`src/gpcp_pkg.sv`:
```
// ****************************************************************
// Constants shared by the port block.
// ****************************************************************
package gpcp_pkg;

    // Port width and decoded address width.
    localparam int          PORT_W          = 8;
    localparam int          ADDR_W          = 8;

    // Register byte offsets on the bus.
    localparam logic [7:0]  OFF_PA_DATA     = 8'h00;
    localparam logic [7:0]  OFF_PA_DIR      = 8'h04;
    localparam logic [7:0]  OFF_PA_ANS      = 8'h08;
    localparam logic [7:0]  OFF_PB_DATA     = 8'h0C;
    localparam logic [7:0]  OFF_PB_DIR      = 8'h10;
    localparam logic [7:0]  OFF_PB_ANS      = 8'h14;
    localparam logic [7:0]  OFF_PB_WPU      = 8'h18;
    localparam logic [7:0]  OFF_PB_IOC      = 8'h1C;
    localparam logic [7:0]  OFF_OPTION      = 8'h20;
    localparam logic [7:0]  OFF_INTCTL      = 8'h24;
    localparam logic [7:0]  OFF_ALTSEL      = 8'h28;

    // Field positions.
    localparam int          GPD_BIT         = 7;
    localparam int          CHG_FLAG_BIT    = 0;
    localparam int          CHG_EN_BIT      = 3;
    localparam int          SS_SEL_BIT      = 1;
    localparam int          T0_PIN          = 4;
    localparam int          SS_PIN_MAIN     = 5;
    localparam int          SS_PIN_ALT      = 0;

    // Implemented-bit masks.
    localparam logic [7:0]  INTCTL_MASK     = 8'h09;
    localparam logic [7:0]  ALTSEL_MASK     = 8'h02;

    // Reset values.
    localparam logic [7:0]  RST_LATCH       = 8'h00;
    localparam logic [7:0]  RST_DIR         = 8'hFF;
    localparam logic [7:0]  RST_ANS         = 8'hFF;
    localparam logic [7:0]  RST_WPU         = 8'hFF;
    localparam logic [7:0]  RST_IOC         = 8'h00;
    localparam logic [7:0]  RST_OPTION      = 8'hFF;
    localparam logic [7:0]  RST_INTCTL      = 8'h00;
    localparam logic [7:0]  RST_ALTSEL      = 8'h00;
    localparam logic [7:0]  RST_SNAP        = 8'h00;

endpackage

```
`src/gpcp_top.sv`:
```
`timescale 1ns/1ps
`default_nettype none
module gpcp_top
    import gpcp_pkg::*;
(
    // Clock, power-on reset and the other (pin or brown-out) reset request.
    input  wire logic              hclk,
    input  wire logic              hresetn,
    input  wire logic              other_reset_req,
    // AHB-Lite slave.
    input  wire logic              hsel,
    input  wire logic [31:0]       haddr,
    input  wire logic [1:0]        htrans,
    input  wire logic              hwrite,
    input  wire logic [2:0]        hsize,
    input  wire logic [31:0]       hwdata,
    input  wire logic              hready,
    output logic      [31:0]       hrdata,
    output logic                   hreadyout,
    output logic                   hresp,
    // Port A pads.
    input  wire logic [PORT_W-1:0] port_a_pad_in,
    output logic      [PORT_W-1:0] port_a_pad_out,
    output logic      [PORT_W-1:0] port_a_pad_oe,
    // Port B pads and weak pull-up controls.
    input  wire logic [PORT_W-1:0] port_b_pad_in,
    output logic      [PORT_W-1:0] port_b_pad_out,
    output logic      [PORT_W-1:0] port_b_pad_oe,
    output logic      [PORT_W-1:0] port_b_pullup,
    // Peripheral inputs taken from port A and the wake request.
    output logic                   timer_zero_clock_input,
    output logic                   slave_select_in,
    output logic                   wake_req
);

    // ****************************************************************
    // State
    // ****************************************************************
    typedef struct packed {
        logic [PORT_W-1:0] pa_lat;
        logic [PORT_W-1:0] pa_dir;
        logic [PORT_W-1:0] pa_ans;
        logic [PORT_W-1:0] pa_oe;
        logic [PORT_W-1:0] pb_lat;
        logic [PORT_W-1:0] pb_dir;
        logic [PORT_W-1:0] pb_ans;
        logic [PORT_W-1:0] pb_oe;
        logic [PORT_W-1:0] pb_wpu;
        logic [PORT_W-1:0] pb_ioc;
        logic [PORT_W-1:0] pb_pull;
        logic [PORT_W-1:0] snap;
        logic [7:0]        option;
        logic [7:0]        intctl;
        logic [7:0]        altsel;
        logic              wr_act;
        logic [ADDR_W-1:0] wr_addr;
        logic [31:0]       rdata;
        logic              rdy;
        logic              resp;
        logic              wake;
        logic              t0;
        logic              ss;
    } gpcp_state_t;

    localparam gpcp_state_t ST_RST = '{
        pa_lat:  RST_LATCH,
        pa_dir:  RST_DIR,
        pa_ans:  RST_ANS,
        pa_oe:   ~RST_DIR,
        pb_lat:  RST_LATCH,
        pb_dir:  RST_DIR,
        pb_ans:  RST_ANS,
        pb_oe:   ~RST_DIR,
        pb_wpu:  RST_WPU,
        pb_ioc:  RST_IOC,
        pb_pull: 8'h00,
        snap:    RST_SNAP,
        option:  RST_OPTION,
        intctl:  RST_INTCTL,
        altsel:  RST_ALTSEL,
        wr_act:  1'b0,
        wr_addr: 8'h00,
        rdata:   32'h0000_0000,
        rdy:     1'b1,
        resp:    1'b0,
        wake:    1'b0,
        t0:      1'b0,
        ss:      1'b0
    };

    gpcp_state_t       st_r;
    gpcp_state_t       st_nxt;
    logic [PORT_W-1:0] pa_s;
    logic [PORT_W-1:0] pb_s;
    logic [PORT_W-1:0] b_dig;
    logic [PORT_W-1:0] b_rd_val;
    logic [PORT_W-1:0] mism;
    logic              acc;
    logic [7:0]        rd_byte;

    // ****************************************************************
    // Pad synchronisers
    // ****************************************************************
    // Both ports pass two flip-flops before any logic looks at them.
    gpcp_sync #(
        .WIDTH (2 * PORT_W)
    ) u_sync (
        .clk   (hclk),
        .rst_n (hresetn),
        .d     ({port_b_pad_in, port_a_pad_in}),
        .q     ({pb_s, pa_s})
    );

    // ****************************************************************
    // Next-state logic
    // ****************************************************************
    // Register writes, reads with their side effects, and pin control.
    always_comb begin
        st_nxt = st_r;
        // Digital input buffers are off on analog pins, so they read zero.
        b_dig = pb_s & ~st_r.pb_ans;
        // Mismatch against the snapshot that stood before this cycle.
        mism = (b_dig ^ st_r.snap) & st_r.pb_ioc;
        acc = hsel & htrans[1] & hready;

        // Data phase of a write; the low byte replaces the register, masked to implemented bits for INTCTL and ALTSEL.
        if (st_r.wr_act) begin
            unique case (st_r.wr_addr)
                OFF_PA_DATA: st_nxt.pa_lat = hwdata[7:0];
                OFF_PA_DIR:  st_nxt.pa_dir = hwdata[7:0];
                OFF_PA_ANS:  st_nxt.pa_ans = hwdata[7:0];
                OFF_PB_DATA: begin
                    st_nxt.pb_lat = hwdata[7:0];
                    st_nxt.snap   = b_dig;
                end
                OFF_PB_DIR:  st_nxt.pb_dir = hwdata[7:0];
                OFF_PB_ANS:  st_nxt.pb_ans = hwdata[7:0];
                OFF_PB_WPU:  st_nxt.pb_wpu = hwdata[7:0];
                OFF_PB_IOC:  st_nxt.pb_ioc = hwdata[7:0];
                OFF_OPTION:  st_nxt.option = hwdata[7:0];
                OFF_INTCTL:  st_nxt.intctl = hwdata[7:0] & INTCTL_MASK;
                OFF_ALTSEL:  st_nxt.altsel = hwdata[7:0] & ALTSEL_MASK;
                default: ;
            endcase
        end

        // Read value of port B as seen with this cycle's settings applied.
        b_rd_val = pb_s & ~st_nxt.pb_ans;
        unique case (haddr[ADDR_W-1:0])
            OFF_PA_DATA: rd_byte = pa_s & ~st_nxt.pa_ans;
            OFF_PA_DIR:  rd_byte = st_nxt.pa_dir;
            OFF_PA_ANS:  rd_byte = st_nxt.pa_ans;
            OFF_PB_DATA: rd_byte = b_rd_val;
            OFF_PB_DIR:  rd_byte = st_nxt.pb_dir;
            OFF_PB_ANS:  rd_byte = st_nxt.pb_ans;
            OFF_PB_WPU:  rd_byte = st_nxt.pb_wpu;
            OFF_PB_IOC:  rd_byte = st_nxt.pb_ioc;
            OFF_OPTION:  rd_byte = st_nxt.option;
            OFF_INTCTL:  rd_byte = st_nxt.intctl;
            OFF_ALTSEL:  rd_byte = st_nxt.altsel;
            default:     rd_byte = 8'h00;
        endcase

        // Address phase: capture writes, answer reads one cycle later.
        st_nxt.wr_act  = acc & hwrite;
        st_nxt.wr_addr = haddr[ADDR_W-1:0];
        if (acc && !hwrite) begin
            st_nxt.rdata = {24'h00_0000, rd_byte};
            if (haddr[ADDR_W-1:0] == OFF_PB_DATA) begin
                st_nxt.snap = b_dig;
            end
        end

        // A mismatch sets the flag even while software clears it.
        if (|mism) begin
            st_nxt.intctl[CHG_FLAG_BIT] = 1'b1;
        end

        // Drivers follow direction bits only, analog or not.
        st_nxt.pa_oe = ~st_nxt.pa_dir;
        st_nxt.pb_oe = ~st_nxt.pb_dir;
        // Pull-up on only for inputs with the global disable clear.
        st_nxt.pb_pull = st_nxt.pb_wpu & st_nxt.pb_dir
                       & {PORT_W{~st_nxt.option[GPD_BIT]}};
        st_nxt.wake = st_nxt.intctl[CHG_FLAG_BIT]
                    & st_nxt.intctl[CHG_EN_BIT];
        // Peripheral inputs take the pad itself, whatever the direction.
        st_nxt.t0 = pa_s[T0_PIN];
        st_nxt.ss = st_nxt.altsel[SS_SEL_BIT] ? pa_s[SS_PIN_ALT]
                                              : pa_s[SS_PIN_MAIN];
        st_nxt.rdy  = 1'b1;
        st_nxt.resp = 1'b0;

        // Pin or brown-out reset restores all but the snapshot.
        if (other_reset_req) begin
            st_nxt      = ST_RST;
            st_nxt.snap = st_r.snap;
        end
    end

    // State register; only power-on reset clears the snapshot.
    always_ff @(posedge hclk or negedge hresetn) begin
        if (!hresetn) begin
            st_r <= ST_RST;
        end else begin
            st_r <= st_nxt;
        end
    end

    // Outputs come straight from the state register.
    assign hrdata                 = st_r.rdata;
    assign hreadyout              = st_r.rdy;
    assign hresp                  = st_r.resp;
    assign port_a_pad_out         = st_r.pa_lat;
    assign port_a_pad_oe          = st_r.pa_oe;
    assign port_b_pad_out         = st_r.pb_lat;
    assign port_b_pad_oe          = st_r.pb_oe;
    assign port_b_pullup          = st_r.pb_pull;
    assign timer_zero_clock_input = st_r.t0;
    assign slave_select_in        = st_r.ss;
    assign wake_req               = st_r.wake;
endmodule
`default_nettype wire

```
`src/gpcp_sync.sv`:
```
`timescale 1ns/1ps
`default_nettype none
// ****************************************************************
// Two-stage synchroniser for pad inputs.
// ****************************************************************
module gpcp_sync #(
    parameter int WIDTH = 8
) (
    // Clock and reset.
    input  wire logic             clk,
    input  wire logic             rst_n,
    // Asynchronous input and its synchronised copy.
    input  wire logic [WIDTH-1:0] d,
    output logic      [WIDTH-1:0] q
);

    typedef struct packed {
        logic [WIDTH-1:0] s1;
        logic [WIDTH-1:0] s2;
    } gpcp_sync_t;

    gpcp_sync_t st_r;
    gpcp_sync_t st_nxt;

    // The first stage feeds only the second stage.
    always_comb begin
        st_nxt.s1 = d;
        st_nxt.s2 = st_r.s1;
    end

    // State register.
    always_ff @(posedge clk or negedge rst_n) begin
        if (!rst_n) begin
            st_r <= '0;
        end else begin
            st_r <= st_nxt;
        end
    end

    assign q = st_r.s2;

endmodule
`default_nettype wire

```
`config.mk`:
```
export PLATFORM = sky130hd
export DESIGN_NAME = gpcp_top
export DESIGN_NICKNAME = d
export VERILOG_FILES = /design/src/gpcp_pkg.sv /design/src/gpcp_top.sv /design/src/gpcp_sync.sv
export SDC_FILE = /design/constraint.sdc
export NUM_CORES = 1
export LEC_CHECK = 0
export CORE_ASPECT_RATIO = 1.4
export CORE_MARGIN = 2
export CORE_UTILIZATION = 35
export DETAILED_ROUTE_END_ITERATION = 8
export DONT_BUFFER_PORTS = 1
export MAX_ROUTING_LAYER = met4
export SYNTH_ARGS = -nofsm -noshare
export SYNTH_HDL_FRONTEND = slang
export SYNTH_SLANG_ARGS = --single-unit
```
`constraint.sdc`:
```
create_clock -name hclk -period 2.95 [get_ports hclk]
set_input_delay 0.295 -clock hclk [delete_from_list [all_inputs] [get_ports hclk]]
set_output_delay 0.295 -clock hclk [all_outputs]
set_load 0.02 [all_outputs]
```
==> impl_metrics.json <==
{
  "status": "finished, violations left",
  "violations": "negative hold slack",
  "r2r_start": "st_r[38]$_DFF_PN0_",
  "syn_avg_cell_area_sq_um": 11.1,
  "core_area_sq_um": 22400,
  "place_ws_ns": 0.268,
  "areaGrowthSynthToFinish_pct": 12.3,
  "syn_area_sq_um": 7980,
  "path_class": "flop to flop",
  "antenna_found_initial": 0,
  "fin_crit_ns": 2.68,
  "crit_path_start_kind": "flop",
  "fp.dieW_microns": 132,
  "holdWs_ns": -0.447,
  "clock_path_buffers": 2,
  "worst_slack_ns": 0.275,
  "drt-initial-drc-count": 434,
  "vias": 5268,
  "synth-seq-area-share": 0.547,
  "fin_area_sq_um": 8970,
  "rsz0062_at_grt": "no",
  "grt_start_max_net_pins": 173,
  "grt_use_total": 0.192,
  "overflow": 0,
  "end_kind": "flop",
  "grt_use_met3": 0.0389,
  "top_level_ports": 168,
  "wl_per_cell_microns": 21.2,
  "cp.arrival_ns": 2.97,
  "yosysTopAreaCellShare": 0.389,
  "slew_headroom": 0.498,
  "fin_skew_ns": 0.00952,
  "holdBufCountCts": 34,
  "cts.repair.resized": 0,
  "dieArea_sq_um": 24100,
  "async_flop_share": 1.00,
  "antenna_cells": 0,
  "io_buffers": 0,
  "cap_violations": 0,
  "cts_setup_buffers": 0,
  "grt_use_met2": 0.332,
  "max_freq_ghz": 0.374,
  "viasPerCell": 5.11,
  "clock_sinks": 172,
  "dp_hpwl_mm": 14.7,
  "powerDensity_nw_per_um2": 551,
  "clk_latency_ns": 0.44,
  "synth.distinct_cells": 57,
  "final_cells": 1031,
  "synth_area_leaders": "dfrtp_1, dfstp_2, mux2i_1",
  "root_buffer": "clkbuf_16",
  "drt-pass1-iter-count": 4,
  "ys_ff_latch": 172,
  "synthFlopType": "dfrtp_1",
  "routed_wl_mm": 21.9,
  "initial_core_util": 0.356,
  "die_h_microns": 183,
  "drive_gt1_frac": 0.179,
  "rows": 65,
  "tns_ns": 0,
  "ir_drop_uv": 385,
  "yosys_warnings": 0,
  "placed_cells": 965,
  "hold_viol": 172,
  "synth_edf_count": 0,
  "cts_buffers": 17,
  "worstMarginPinSlew_ns": 0.742,
  "post-route-drc-count": 0,
  "final_cell_mix": "dfrtp_1, mux2i_1, nor2_1",
  "required_ns": 3.25,
  "grt_pass1_wl_mm": 33.4,
  "power_mw": 4.94,
  "htreeDepth": 4,
  "path_clk_slew_ns": 0.06,
  "grt_pass1_vias": 5364,
  "cp_max_fo": 11,
  "p_leak_nw": 3.89,
  "synth_cells": 718,
  "yosysTopAreaCell": "dfrtp_1",
  "period_share": 0.907,
  "cts_tree": "yes",
  "nNetsFinal": 808,
  "postLayoutCoreUtil": 0.400,
  "grt-busiest-layer": "met2",
  "met1_usage": 0.217,
  "gp_congestion": 0.899,
  "drv_slew": 0,
  "reg2reg_depth": 8,
  "post_dp_cell_area_sq_um": 7990,
  "final_common_cell": "dfrtp_1",
  "setup_violations": 0,
  "antenna_left": 0,
  "hp-class": "input pin to async pin",
  "r2r_end": "hrdata[5]$_DFFE_PN0P_",
  "reg2reg_slack_ns": 0.27
}
-- per-layer routing --
metal,vias up,wire (microns)
li1,2395,-
met1,2643,8590
met2,191,11400
met3,39,1250
met4,0,643
met5,-,0
-- cell type report --
cell class | count | area [sq um]
Clock buffer | 20 | 467
Clock inverter | 12 | 158
Tap cell | 301 | 377
Sequential cell | 172 | 4360
Fill cell | 2174 | 13500
Multi-Input combinational cell | 444 | 2930
Timing Repair Buffer | 63 | 601
Inverter | 19 | 71.3
-- cell usage after synthesis, drive strengths merged (18+ instances only) --
cell type,instances
a21oi,18
nand2b,21
clkbuf,24
nor2,53
dfstp,48
nor2b,38
o22ai,24
nand2,44
nor3,22
dfrtp,124
mux2i,57
buf,83
inv,19
-- cell families (layout without fill, tap and decap cells) --
| logic type | count (synthesis) | after routing | synth area share |
|---|---|---|---|
| AOI/OAI and AO/OA | 98 | 98 | 0.0860 |
| buffers and inverters | 126 | 114 | 0.0975 |
| and+or+nand+nor | 246 | 246 | 0.176 |
| other | 2 | 26 | 0.000941 |
| DFF | 172 | 172 | 0.547 |
| muxes | 66 | 66 | 0.0842 |
| xor gates and xnor gates | 8 | 8 | 0.00878 |
-- sequential cells by signal (all words and copies together), names as in the netlist --
signal,cells
hrdata,8
port_a_pad_oe,8
port_a_pad_out,8
port_b_pad_oe,8
port_b_pad_out,8
port_b_pullup,8
slave_select_in,1
st_r,89
timer_zero_clock_input,1
u_sync.q,16
u_sync.st_nxt,16
wake_req,1
-- worst max-delay path, cell delays in order, from the launching register on --
cell and delay (ns):
dfrtp_1 0.39, or4b_1 0.72, nor3_2 0.31, buf_12 0.19
mux2i_1 0.27, o22ai_1 0.16, a311oi_1 0.23, buf_4 0.17
a31oi_1 0.08
-- worst max-delay path by stage --
stage	start	to	slack (ns)
detailed placement	st_r[38]$_DFF_PN0_	hrdata[0]$_DFFE_PN0P_	0.27
global placement	st_r[38]$_DFF_PN0_	hrdata[6]$_DFFE_PN0P_	0.33
floorplan	st_r[38]$_DFF_PN0_	hrdata[5]$_DFFE_PN0P_	0.68
finish	st_r[38]$_DFF_PN0_	hrdata[5]$_DFFE_PN0P_	0.27
CTS	st_r[38]$_DFF_PN0_	hrdata[0]$_DFFE_PN0P_	0.27
global route	st_r[38]$_DFF_PN0_	hrdata[6]$_DFFE_PN0P_	0.09
-- power breakdown --
| part | total (mW) | internal (mW) | switching, mW |
|---|---|---|---|
| sequential | 2.41 | 2.39 | 0.0215 |
| clock | 2.36 | 1.41 | 0.955 |
| combinational | 0.162 | 0.0648 | 0.0968 |
| total | 4.94 | 3.86 | 1.07 |
Power figures use the tool's default switching activity.
